$ cat config.mk
export PLATFORM = sky130hd
export DESIGN_NAME = tcc_timer
export DESIGN_NICKNAME = d
export VERILOG_FILES = /design/src/hdl/tcc_pkg.sv /design/src/hdl/tcc_timer.sv
export SDC_FILE = /design/constraint.sdc
export NUM_CORES = 1
export LEC_CHECK = 0
export ABC_AREA = 1
export BUFFER_PORTS_ARGS = -buffer_cell sky130_fd_sc_hd__buf_2
export CORE_UTILIZATION = 40
export CTS_CLUSTER_SIZE = 12
export DETAILED_ROUTE_END_ITERATION = 10
export SLEW_MARGIN = 20
export SYNTH_ARGS = -nofsm -noshare
export SYNTH_HDL_FRONTEND = slang
export SYNTH_SLANG_ARGS = --single-unit
$ cat constraint.sdc
create_clock -name clk -period 2.8 [get_ports clk]
set_clock_uncertainty 0.1 [all_clocks]
set_input_delay 0.14 -clock clk [delete_from_list [all_inputs] [get_ports clk]]
set_output_delay 0.14 -clock clk [all_outputs]
set_load 0.02 [all_outputs]
$ cat src/hdl/tcc_pkg.sv
// Package for the 16-bit timer/counter with input capture
`default_nettype none
package tcc_pkg;
	// Register offsets on the 8-bit plain port
	localparam logic [3:0] ADDR_CTRL_FIRST   = 4'h0;
	localparam logic [3:0] ADDR_CTRL_SECOND  = 4'h1;
	localparam logic [3:0] ADDR_COUNT_LOW    = 4'h2;
	localparam logic [3:0] ADDR_COUNT_HIGH   = 4'h3;
	localparam logic [3:0] ADDR_CAPTURE_LOW  = 4'h4;
	localparam logic [3:0] ADDR_CAPTURE_HIGH = 4'h5;
	localparam logic [3:0] ADDR_CMPA_LOW     = 4'h6;
	localparam logic [3:0] ADDR_CMPA_HIGH    = 4'h7;
	localparam logic [3:0] ADDR_CMPB_LOW     = 4'h8;
	localparam logic [3:0] ADDR_CMPB_HIGH    = 4'h9;
	localparam logic [3:0] ADDR_FLAGS        = 4'hA;
	localparam logic [3:0] ADDR_IRQ_ENABLE   = 4'hB;
	localparam logic [3:0] ADDR_COMP_CTRL    = 4'hC;
	// Field positions
	localparam int CF_WGM_LO  = 0;
	localparam int CS_CLK_LO  = 0;
	localparam int CS_WGM_HI  = 3;
	localparam int CS_EDGE    = 6;
	localparam int CS_FILTER  = 7;
	localparam int FL_OVF     = 0;
	localparam int FL_CAPTURE = 1;
	localparam int CC_SELECT  = 0;
	// Clock select codes
	localparam logic [2:0] CLK_STOP     = 3'h0;
	localparam logic [2:0] CLK_EXT_FALL = 3'h6;
	localparam logic [2:0] CLK_EXT_RISE = 3'h7;
	// Fixed values
	localparam logic [15:0] COUNT_BOTTOM = 16'h0000;
	localparam logic [15:0] COUNT_MAX    = 16'hFFFF;
	localparam logic [15:0] TOP_8BIT     = 16'h00FF;
	localparam logic [15:0] TOP_9BIT     = 16'h01FF;
	localparam logic [15:0] TOP_10BIT    = 16'h03FF;
	localparam int FILTER_SAMPLES = 4;
	localparam logic [7:0] BYTE_ZERO = 8'h00;

	typedef struct packed {
		logic [15:0] count_value;
		logic [15:0] capture_value;
		logic [15:0] cmpa;
		logic [15:0] cmpb;
		logic [7:0]  hold_byte;
		logic [7:0]  ctrl_first;
		logic [7:0]  ctrl_second;
		logic [1:0]  flags;
		logic [1:0]  irq_enable;
		logic        comparator_capture_select;
		logic        count_down;
		logic [2:0]  ext_sync;
		logic [1:0]  cap_sync;
		logic [FILTER_SAMPLES-1:0] filt_hist;
		logic        filt_out;
		logic        edge_prev;
		logic [7:0]  rdata;
		logic        overflow_irq;
		logic        capture_irq;
	} tcc_state_t;
endpackage : tcc_pkg
`default_nettype wire

$ cat src/hdl/tcc_timer.sv
// 16-bit timer/counter with shared high-byte register and input capture
//
// Function
// - Count high byte goes through holding register; low byte access moves it.
// - 16-bit up/down counter, steps by one or clears, flags top and zero.
// - Counter clears, increments or decrements once per timer tick per mode.
// - Clock select zero stops counting; counter remains readable and writable.
// - CPU write to the counter beats any clear or count that cycle.
// - Timer tick from prescaled or external source, chosen by clock select.
// - Four-bit waveform mode, split over both control registers, sets sequence.
// - Overflow flag set where the waveform mode says; may request interrupt.
// - Qualifying edge on capture source copies whole counter to capture value.
// - Capture flag set with the copy; requests interrupt when enabled.
// - Capture flag clears on interrupt service or on writing one.
// - Capture low read copies capture high into holding register.
// - Capture register writable only in modes using it as top.
// - Comparator select bit switches capture source to comparator output.
// - Capture pin and comparator synchronised and edge detected like clock pin.
// - Filter output changes only after four equal consecutive samples.
// - Filter enable bit inserts filter; four system clocks of latency.
// - Filter and edge inputs active except in capture-as-top modes.
// - Port output driving the capture pin can trigger a capture.
// - Every qualifying event overwrites the capture value.
// - One high-byte write may serve several later low-byte writes.
// - Low-byte write loads held high byte and low byte in one cycle.
// - Compare register reads return both bytes directly.
// - Bottom at zero, maximum at all ones.
//
// Our own choices: strobed register access and the register addresses.
`default_nettype none
module tcc_timer (
	input  wire logic       clk,
	input  wire logic       rst_n,
	input  wire logic [3:0] addr,
	input  wire logic [7:0] wdata,
	input  wire logic       wr,
	input  wire logic       rd,
	input  wire logic       prescale_tick,
	input  wire logic       external_clock_pin,
	input  wire logic       capture_pin,
	input  wire logic       comparator_output,
	input  wire logic       overflow_irq_ack,
	input  wire logic       capture_irq_ack,
	output logic [7:0]      rdata,
	output logic [15:0]     count_value,
	output logic            overflow_irq,
	output logic            capture_irq
);
	tcc_pkg::tcc_state_t s, next_s;

	logic [3:0]  mode;
	logic [2:0]  clk_sel;
	logic        timer_tick;
	logic [15:0] top;
	logic        dual_slope;
	logic        icr_is_top;
	logic        at_top;
	logic        at_bottom;
	logic        at_max;
	logic        cap_src;
	logic        edge_in;
	logic        cap_event;
	logic        ovf_event;
	logic [15:0] next_count;
	logic        next_down;

	assign mode    = {s.ctrl_second[tcc_pkg::CS_WGM_HI+1 -: 2], s.ctrl_first[tcc_pkg::CF_WGM_LO+1 -: 2]};
	assign clk_sel = s.ctrl_second[tcc_pkg::CS_CLK_LO+2 -: 3];

	////////////////////////////////////////////////////////////////////////////
	// Tick selection and mode decode
	always_comb begin
		case (clk_sel)
			tcc_pkg::CLK_STOP:     timer_tick = 1'b0;
			tcc_pkg::CLK_EXT_FALL: timer_tick = s.ext_sync[2] & ~s.ext_sync[1];
			tcc_pkg::CLK_EXT_RISE: timer_tick = ~s.ext_sync[2] & s.ext_sync[1];
			default:               timer_tick = prescale_tick;
		endcase
		dual_slope = 1'b0;
		icr_is_top = 1'b0;
		case (mode)
			4'h1: begin top = tcc_pkg::TOP_8BIT; dual_slope = 1'b1; end
			4'h2: begin top = tcc_pkg::TOP_9BIT; dual_slope = 1'b1; end
			4'h3: begin top = tcc_pkg::TOP_10BIT; dual_slope = 1'b1; end
			4'h4: top = s.cmpa;
			4'h5: top = tcc_pkg::TOP_8BIT;
			4'h6: top = tcc_pkg::TOP_9BIT;
			4'h7: top = tcc_pkg::TOP_10BIT;
			4'h8: begin top = s.capture_value; dual_slope = 1'b1; icr_is_top = 1'b1; end
			4'h9: begin top = s.cmpa; dual_slope = 1'b1; end
			4'hA: begin top = s.capture_value; dual_slope = 1'b1; icr_is_top = 1'b1; end
			4'hB: begin top = s.cmpa; dual_slope = 1'b1; end
			4'hC: begin top = s.capture_value; icr_is_top = 1'b1; end
			4'hE: begin top = s.capture_value; icr_is_top = 1'b1; end
			4'hF: top = s.cmpa;
			default: top = tcc_pkg::COUNT_MAX;
		endcase
	end

	assign at_bottom = (s.count_value == tcc_pkg::COUNT_BOTTOM);
	assign at_max    = (s.count_value == tcc_pkg::COUNT_MAX);
	assign at_top    = (s.count_value == top) || at_max;

	////////////////////////////////////////////////////////////////////////////
	// Counter step
	always_comb begin
		next_count = s.count_value;
		next_down  = s.count_down;
		ovf_event  = 1'b0;
		if (timer_tick) begin
			if (dual_slope) begin
				if (s.count_down) begin
					if (at_bottom) begin
						next_count = s.count_value + 16'h0001;
						next_down  = 1'b0;
						ovf_event  = 1'b1;
					end else begin
						next_count = s.count_value - 16'h0001;
					end
				end else if (at_top) begin
					next_count = s.count_value - 16'h0001;
					next_down  = 1'b1;
				end else begin
					next_count = s.count_value + 16'h0001;
				end
			end else begin
				next_down = 1'b0;
				if (at_top) begin
					next_count = tcc_pkg::COUNT_BOTTOM;
					ovf_event  = (mode != 4'h4) && (mode != 4'hC) ? 1'b1 : at_max;
				end else begin
					next_count = s.count_value + 16'h0001;
				end
			end
		end
	end

	////////////////////////////////////////////////////////////////////////////
	// Capture source, filter and edge detect
	assign cap_src = s.comparator_capture_select ? comparator_output : capture_pin;
	assign edge_in = s.ctrl_second[tcc_pkg::CS_FILTER] ? s.filt_out : s.cap_sync[1];
	// Edge qualified on the stage after the second synchroniser flop, or after the filter output when filter enable is set
	assign cap_event = !icr_is_top &&
		(s.ctrl_second[tcc_pkg::CS_EDGE] ? (edge_in & ~s.edge_prev) : (~edge_in & s.edge_prev));

	////////////////////////////////////////////////////////////////////////////
	// Next-state
	always_comb begin
		next_s = s;
		next_s.ext_sync  = {s.ext_sync[1:0], external_clock_pin};
		next_s.cap_sync  = {s.cap_sync[0], cap_src};
		next_s.filt_hist = {s.filt_hist[tcc_pkg::FILTER_SAMPLES-2:0], s.cap_sync[1]};
		// Judged on the history including this sample, so latency is exactly four
		if (&next_s.filt_hist) begin
			next_s.filt_out = 1'b1;
		end else if (~|next_s.filt_hist) begin
			next_s.filt_out = 1'b0;
		end
		next_s.edge_prev  = edge_in;
		next_s.count_value = next_count;
		next_s.count_down  = next_down;
		next_s.rdata       = tcc_pkg::BYTE_ZERO;

		// Clears first so that a same-cycle hardware set wins below
		if (overflow_irq_ack) begin
			next_s.flags[tcc_pkg::FL_OVF] = 1'b0;
		end
		if (capture_irq_ack) begin
			next_s.flags[tcc_pkg::FL_CAPTURE] = 1'b0;
		end

		if (rd) begin
			case (addr)
				tcc_pkg::ADDR_CTRL_FIRST:   next_s.rdata = s.ctrl_first;
				tcc_pkg::ADDR_CTRL_SECOND:  next_s.rdata = s.ctrl_second;
				tcc_pkg::ADDR_COUNT_LOW: begin
					next_s.rdata     = s.count_value[7:0];
					next_s.hold_byte = s.count_value[15:8];
				end
				tcc_pkg::ADDR_CAPTURE_LOW: begin
					next_s.rdata     = s.capture_value[7:0];
					next_s.hold_byte = s.capture_value[15:8];
				end
				tcc_pkg::ADDR_COUNT_HIGH:   next_s.rdata = s.hold_byte;
				tcc_pkg::ADDR_CAPTURE_HIGH: next_s.rdata = s.hold_byte;
				tcc_pkg::ADDR_CMPA_LOW:     next_s.rdata = s.cmpa[7:0];
				tcc_pkg::ADDR_CMPA_HIGH:    next_s.rdata = s.cmpa[15:8];
				tcc_pkg::ADDR_CMPB_LOW:     next_s.rdata = s.cmpb[7:0];
				tcc_pkg::ADDR_CMPB_HIGH:    next_s.rdata = s.cmpb[15:8];
				tcc_pkg::ADDR_FLAGS:        next_s.rdata = {6'h00, s.flags};
				tcc_pkg::ADDR_IRQ_ENABLE:   next_s.rdata = {6'h00, s.irq_enable};
				tcc_pkg::ADDR_COMP_CTRL:    next_s.rdata = {7'h00, s.comparator_capture_select};
				default:                    next_s.rdata = tcc_pkg::BYTE_ZERO;
			endcase
		end

		if (wr) begin
			case (addr)
				tcc_pkg::ADDR_CTRL_FIRST:   next_s.ctrl_first  = wdata;
				tcc_pkg::ADDR_CTRL_SECOND:  next_s.ctrl_second = wdata;
				tcc_pkg::ADDR_COUNT_HIGH,
				tcc_pkg::ADDR_CAPTURE_HIGH,
				tcc_pkg::ADDR_CMPA_HIGH,
				tcc_pkg::ADDR_CMPB_HIGH:    next_s.hold_byte = wdata;
				tcc_pkg::ADDR_COUNT_LOW:    next_s.count_value = {s.hold_byte, wdata};
				tcc_pkg::ADDR_CAPTURE_LOW: begin
					if (icr_is_top) begin
						next_s.capture_value = {s.hold_byte, wdata};
					end
				end
				tcc_pkg::ADDR_CMPA_LOW:     next_s.cmpa = {s.hold_byte, wdata};
				tcc_pkg::ADDR_CMPB_LOW:     next_s.cmpb = {s.hold_byte, wdata};
				tcc_pkg::ADDR_FLAGS: begin
					if (wdata[tcc_pkg::FL_OVF]) begin
						next_s.flags[tcc_pkg::FL_OVF] = 1'b0;
					end
					if (wdata[tcc_pkg::FL_CAPTURE]) begin
						next_s.flags[tcc_pkg::FL_CAPTURE] = 1'b0;
					end
				end
				tcc_pkg::ADDR_IRQ_ENABLE:   next_s.irq_enable = wdata[1:0];
				tcc_pkg::ADDR_COMP_CTRL:    next_s.comparator_capture_select = wdata[tcc_pkg::CC_SELECT];
				default: ;
			endcase
		end

		if (ovf_event) begin
			next_s.flags[tcc_pkg::FL_OVF] = 1'b1;
		end
		if (cap_event) begin
			next_s.capture_value = s.count_value;
			next_s.flags[tcc_pkg::FL_CAPTURE] = 1'b1;
		end
		next_s.overflow_irq = next_s.flags[tcc_pkg::FL_OVF] & next_s.irq_enable[tcc_pkg::FL_OVF];
		next_s.capture_irq  = next_s.flags[tcc_pkg::FL_CAPTURE] & next_s.irq_enable[tcc_pkg::FL_CAPTURE];
	end

	////////////////////////////////////////////////////////////////////////////
	// State register
	always_ff @(posedge clk) begin
		if (!rst_n) begin
			s <= '0;
		end else begin
			s <= next_s;
		end
	end

	assign rdata        = s.rdata;
	assign count_value  = s.count_value;
	assign overflow_irq = s.overflow_irq;
	assign capture_irq  = s.capture_irq;
endmodule : tcc_timer
`default_nettype wire

==> flow_metrics.env <==
export IMPL_crit_chain="inv_2 -> nand2_2 -> inv_2 -> a21oi_1 -> nand3_1 -> nand2_1 -> nand2_1 -> nor2_1 -> nand2_1 -> nor2_1 -> nand2_4 -> buf_4 -> nand3_1 -> nand2_1 -> nand2_1 -> nand2_1 -> nand2_1 -> a21oi_1"
export IMPL_avgSynthCellArea_um2=6.49
export IMPL_synth_top_area_frac=0.331
export IMPL_reg2reg_depth=18
export IMPL_fin_setup_tns_ps=0
export IMPL_route_detailed_drc=0
export IMPL_drive_gt1_frac=0.126
export IMPL_clk_path_buf_depth=2
export IMPL_cpLargestDelayFamily="simple AND/OR/NAND/NOR gates"
export IMPL_dieArea_um2=17800
export IMPL_final_instance_count_excl_fill=1327
export IMPL_start_util=0.413
export IMPL_post_drt_via_cell_ratio=5.60
export IMPL_dp_cells=1285
export IMPL_hold_viol_final=0
export IMPL_dp_hpwl_um=17500
export IMPL_clock_sinks=114
export IMPL_critical_path_buf_inv_count=3
export IMPL_yosysWarnings=0
export IMPL_hold_start="wdata[1]"
export IMPL_syn_inst=1063
export IMPL_grtUsageTotal=0.280
export IMPL_fin_area_um2=7940
export IMPL_cts_buffers_inserted=17
export IMPL_wire_per_inst_um=18.3
export IMPL_antenna_found_initial=0
export IMPL_critPathRequiredTime_ps=3020
export IMPL_grt_ovfl_total=0
export IMPL_fmax_mhz=386
export IMPL_netlist_top_cells_count="239 x nand2_1, 133 x inv_1, 114 x dfxtp_1"
export IMPL_drt_pass1_iterations=6
export IMPL_dieWidth_um=133
export IMPL_yosysMostFrequentCell="nand2_1"
export IMPL_drtIter0Drc=753
export IMPL_core_area_um2=16700
export IMPL_hold_depth=3
export IMPL_yosys_top_cells_area="dfxtp_1 33%, nand2_1 13%, o21ai_0 7.6%"
export IMPL_crit_top_cell="nand2_1"
export IMPL_async_flop_share=0
export IMPL_maxCapViolCount=0
export IMPL_syn_area_um2=6900
export IMPL_postCtsSetupBuffers=0
export IMPL_grt_max_degree=40
export IMPL_fin_nets=1120
export IMPL_io_pin_count=48
export IMPL_slew_headroom=0.395
export IMPL_status="finished, final reports clean"
export IMPL_synth_edf_count=0
export IMPL_area_delta_synth_final_pct=15.1
export IMPL_worstMarginPinSlew_ps=905
export IMPL_syn_nets=1088
export IMPL_yosys_cell_types_count=44
export IMPL_period_share=0.926
export IMPL_rows=47
export IMPL_drt_total_wl_um=24300
export IMPL_ys_flop_type="dfxtp_1"
export IMPL_hold_end="s[84]"
export IMPL_ant_nets=0
export IMPL_antenna_cells=0
export IMPL_cts_root_buffer="clkbuf_16"
export IMPL_post_dp_cell_area_um2=7240
export IMPL_htreeDepth=4
export IMPL_grt_pass1_wl_um=38100
export IMPL_critPathKind="reg2reg"
export IMPL_cp_end_kind="register"
export IMPL_first_global_vias=6774
export IMPL_reg2reg_slack_ps=210
export IMPL_peakVddDrop_uv=464
export IMPL_min_period_ps=2590
export IMPL_yosysTopAreaCell="dfxtp_1"
export IMPL_cpMaxStageDelayCell="dfxtp_2"
export IMPL_p_leak_nw=3.24
export IMPL_power_density_nw_per_um2=554
export IMPL_clk_pin_slew_ps=60
export IMPL_worstPathArrival_ps=2810
export IMPL_portBuffers=47
export IMPL_die_h_um=133
export IMPL_reg2reg_to="count_value[12]"
export IMPL_slowest_delay_ps=410
export IMPL_vias=7435
export IMPL_hold_class="in2reg"
export IMPL_setup_viol_count_final=0
export IMPL_synth_seq_cells=114
export IMPL_crit_fanout=13
export IMPL_rr_startpoint="mode[0]"
export IMPL_rsz0062_at_grt="no"
export IMPL_synth_seq_area_share=0.331
export IMPL_path_depth=18
export IMPL_cts_tree="yes"
export IMPL_cp_start_kind="register"
export IMPL_drv_slew=0
export IMPL_timing_hold_ws_ps=11.5
export IMPL_clk_latency_ps=430
export IMPL_finalWeightedCongestion=0.942
final cells by class:
cell class                 instances  area (um^2)
fill                            1762         8760
multi-input combinational        733         3680
sequential                       114         2280
timing repair buffer              92          613
inverter                         137          514
clock buffer                      18          429
tap                              220          275
clock inverter                    13          138
worst register-to-register path: stages (launching register included):
cell	delay [ps]
dfxtp_2	410
inv_2	60
nand2_2	150
inv_2	170
a21oi_1	250
nand3_1	100
nand2_1	60
nand2_1	70
nor2_1	100
nand2_1	60
nor2_1	170
nand2_4	150
buf_4	210
nand3_1	110
nand2_1	70
nand2_1	50
nand2_1	70
nand2_1	70
a21oi_1	60
layer usage:
| layer | global-route usage | part of all wire | up-vias |
|---|---|---|---|
| met3 | 0.0594 | 0.087 | 62 |
| met4 | 0.117 | 0.031 | 0 |
| li1 | - | - | 3579 |
| met2 | 0.428 | 0.45 | 345 |
| met1 | 0.381 | 0.44 | 3449 |
| met5 | 0 | 0 | - |
state kept, by name, summed over array words and instances (netlist names):
name          cells
s                74
capture_irq       1
next_s            7
count_value      16
rdata             8
mode              4
overflow_irq      1
clk_sel           3
cells by family (layout without fill, tap and decap cells):
family / after synthesis / in the layout / share of synthesized area
AO/OA/AOI/OAI: 283 / 283 / 0.230
XOR/XNOR: 22 / 22 / 0.0279
adder cells (fa/ha/maj): 3 / 3 / 0.00544
buffers and inverters: 216 / 260 / 0.137
flip-flops: 114 / 114 / 0.331
multiplexers: 3 / 3 / 0.00436
AND/OR/NAND/NOR: 422 / 422 / 0.264
repair_timing:
action | in CTS | in global routing
hold buffers | 11 | 0
resized for setup | 0 | 4
endpoints found under the hold margin | 21 | 0
endpoints found under the setup margin | 0 | 16
power breakdown:
group | internal [mW] | switching (mW) | leakage [nW] | total (mW)
registers | 1.67 | 0.0457 | 0.925 | 1.72
logic | 0.176 | 0.364 | 2.04 | 0.540
clock network | 1.30 | 0.836 | 0.272 | 2.14
total | 3.15 | 1.25 | 3.24 | 4.39
placed cells by master, fill, tap and decap left out, types with 3 or more instances in the layout:
| cell | Yosys | layout |
|---|---|---|
| nand2_1 | 239 | 239 |
| inv_1 | 133 | 133 |
| dfxtp_1 | 114 | 112 |
| o21ai_0 | 105 | 105 |
| a21oi_1 | 104 | 104 |
| nor2_1 | 69 | 69 |
| nand3_1 | 63 | 63 |
| buf_2 | 7 | 47 |
| buf_4 | 24 | 33 |
| nand4_1 | 21 | 21 |
| xor2_1 | 21 | 21 |
| o22ai_1 | 20 | 20 |
| clkbuf_16 | 0 | 17 |
| a31oi_1 | 16 | 16 |
| a221oi_1 | 12 | 12 |
| dlygate4sd3_1 | 0 | 11 |
| o221ai_1 | 10 | 10 |
| or2_2 | 8 | 8 |
| o211ai_1 | 7 | 7 |
| nor3_1 | 6 | 6 |
| clkinv_2 | 0 | 4 |
| mux2i_1 | 3 | 3 |
| nand2_2 | 4 | 3 |
| inv_2 | 3 | 3 |
| ha_1 | 3 | 3 |
| clkinvlp_4 | 0 | 3 |
per-stage QoR:
step                setup WS [ps]  power (mW)   util
floorplan                     545        2.09      -
global placement              255        2.26  0.434
detailed placement            186        2.26  0.434
CTS                           174        4.40  0.474
global route                 10.2        4.56  0.475
finish                        208        4.39  0.475
worst max path at each step:
| stage | slack (ps) | end | startpoint |
|---|---|---|---|
| 2_1_floorplan | 540 | count_value[6] | count_value[1] |
| 3_3_place_gp | 260 | count_value[12] | mode[0] |
| 3_5_place_dp | 190 | count_value[12] | mode[0] |
| 4_1_cts | 170 | count_value[12] | mode[0] |
| 5_1_grt | 10 | count_value[8] | count_value[1] |
| 6_report | 210 | count_value[12] | mode[0] |
Note: power is estimated with default switching activity, not from simulation.
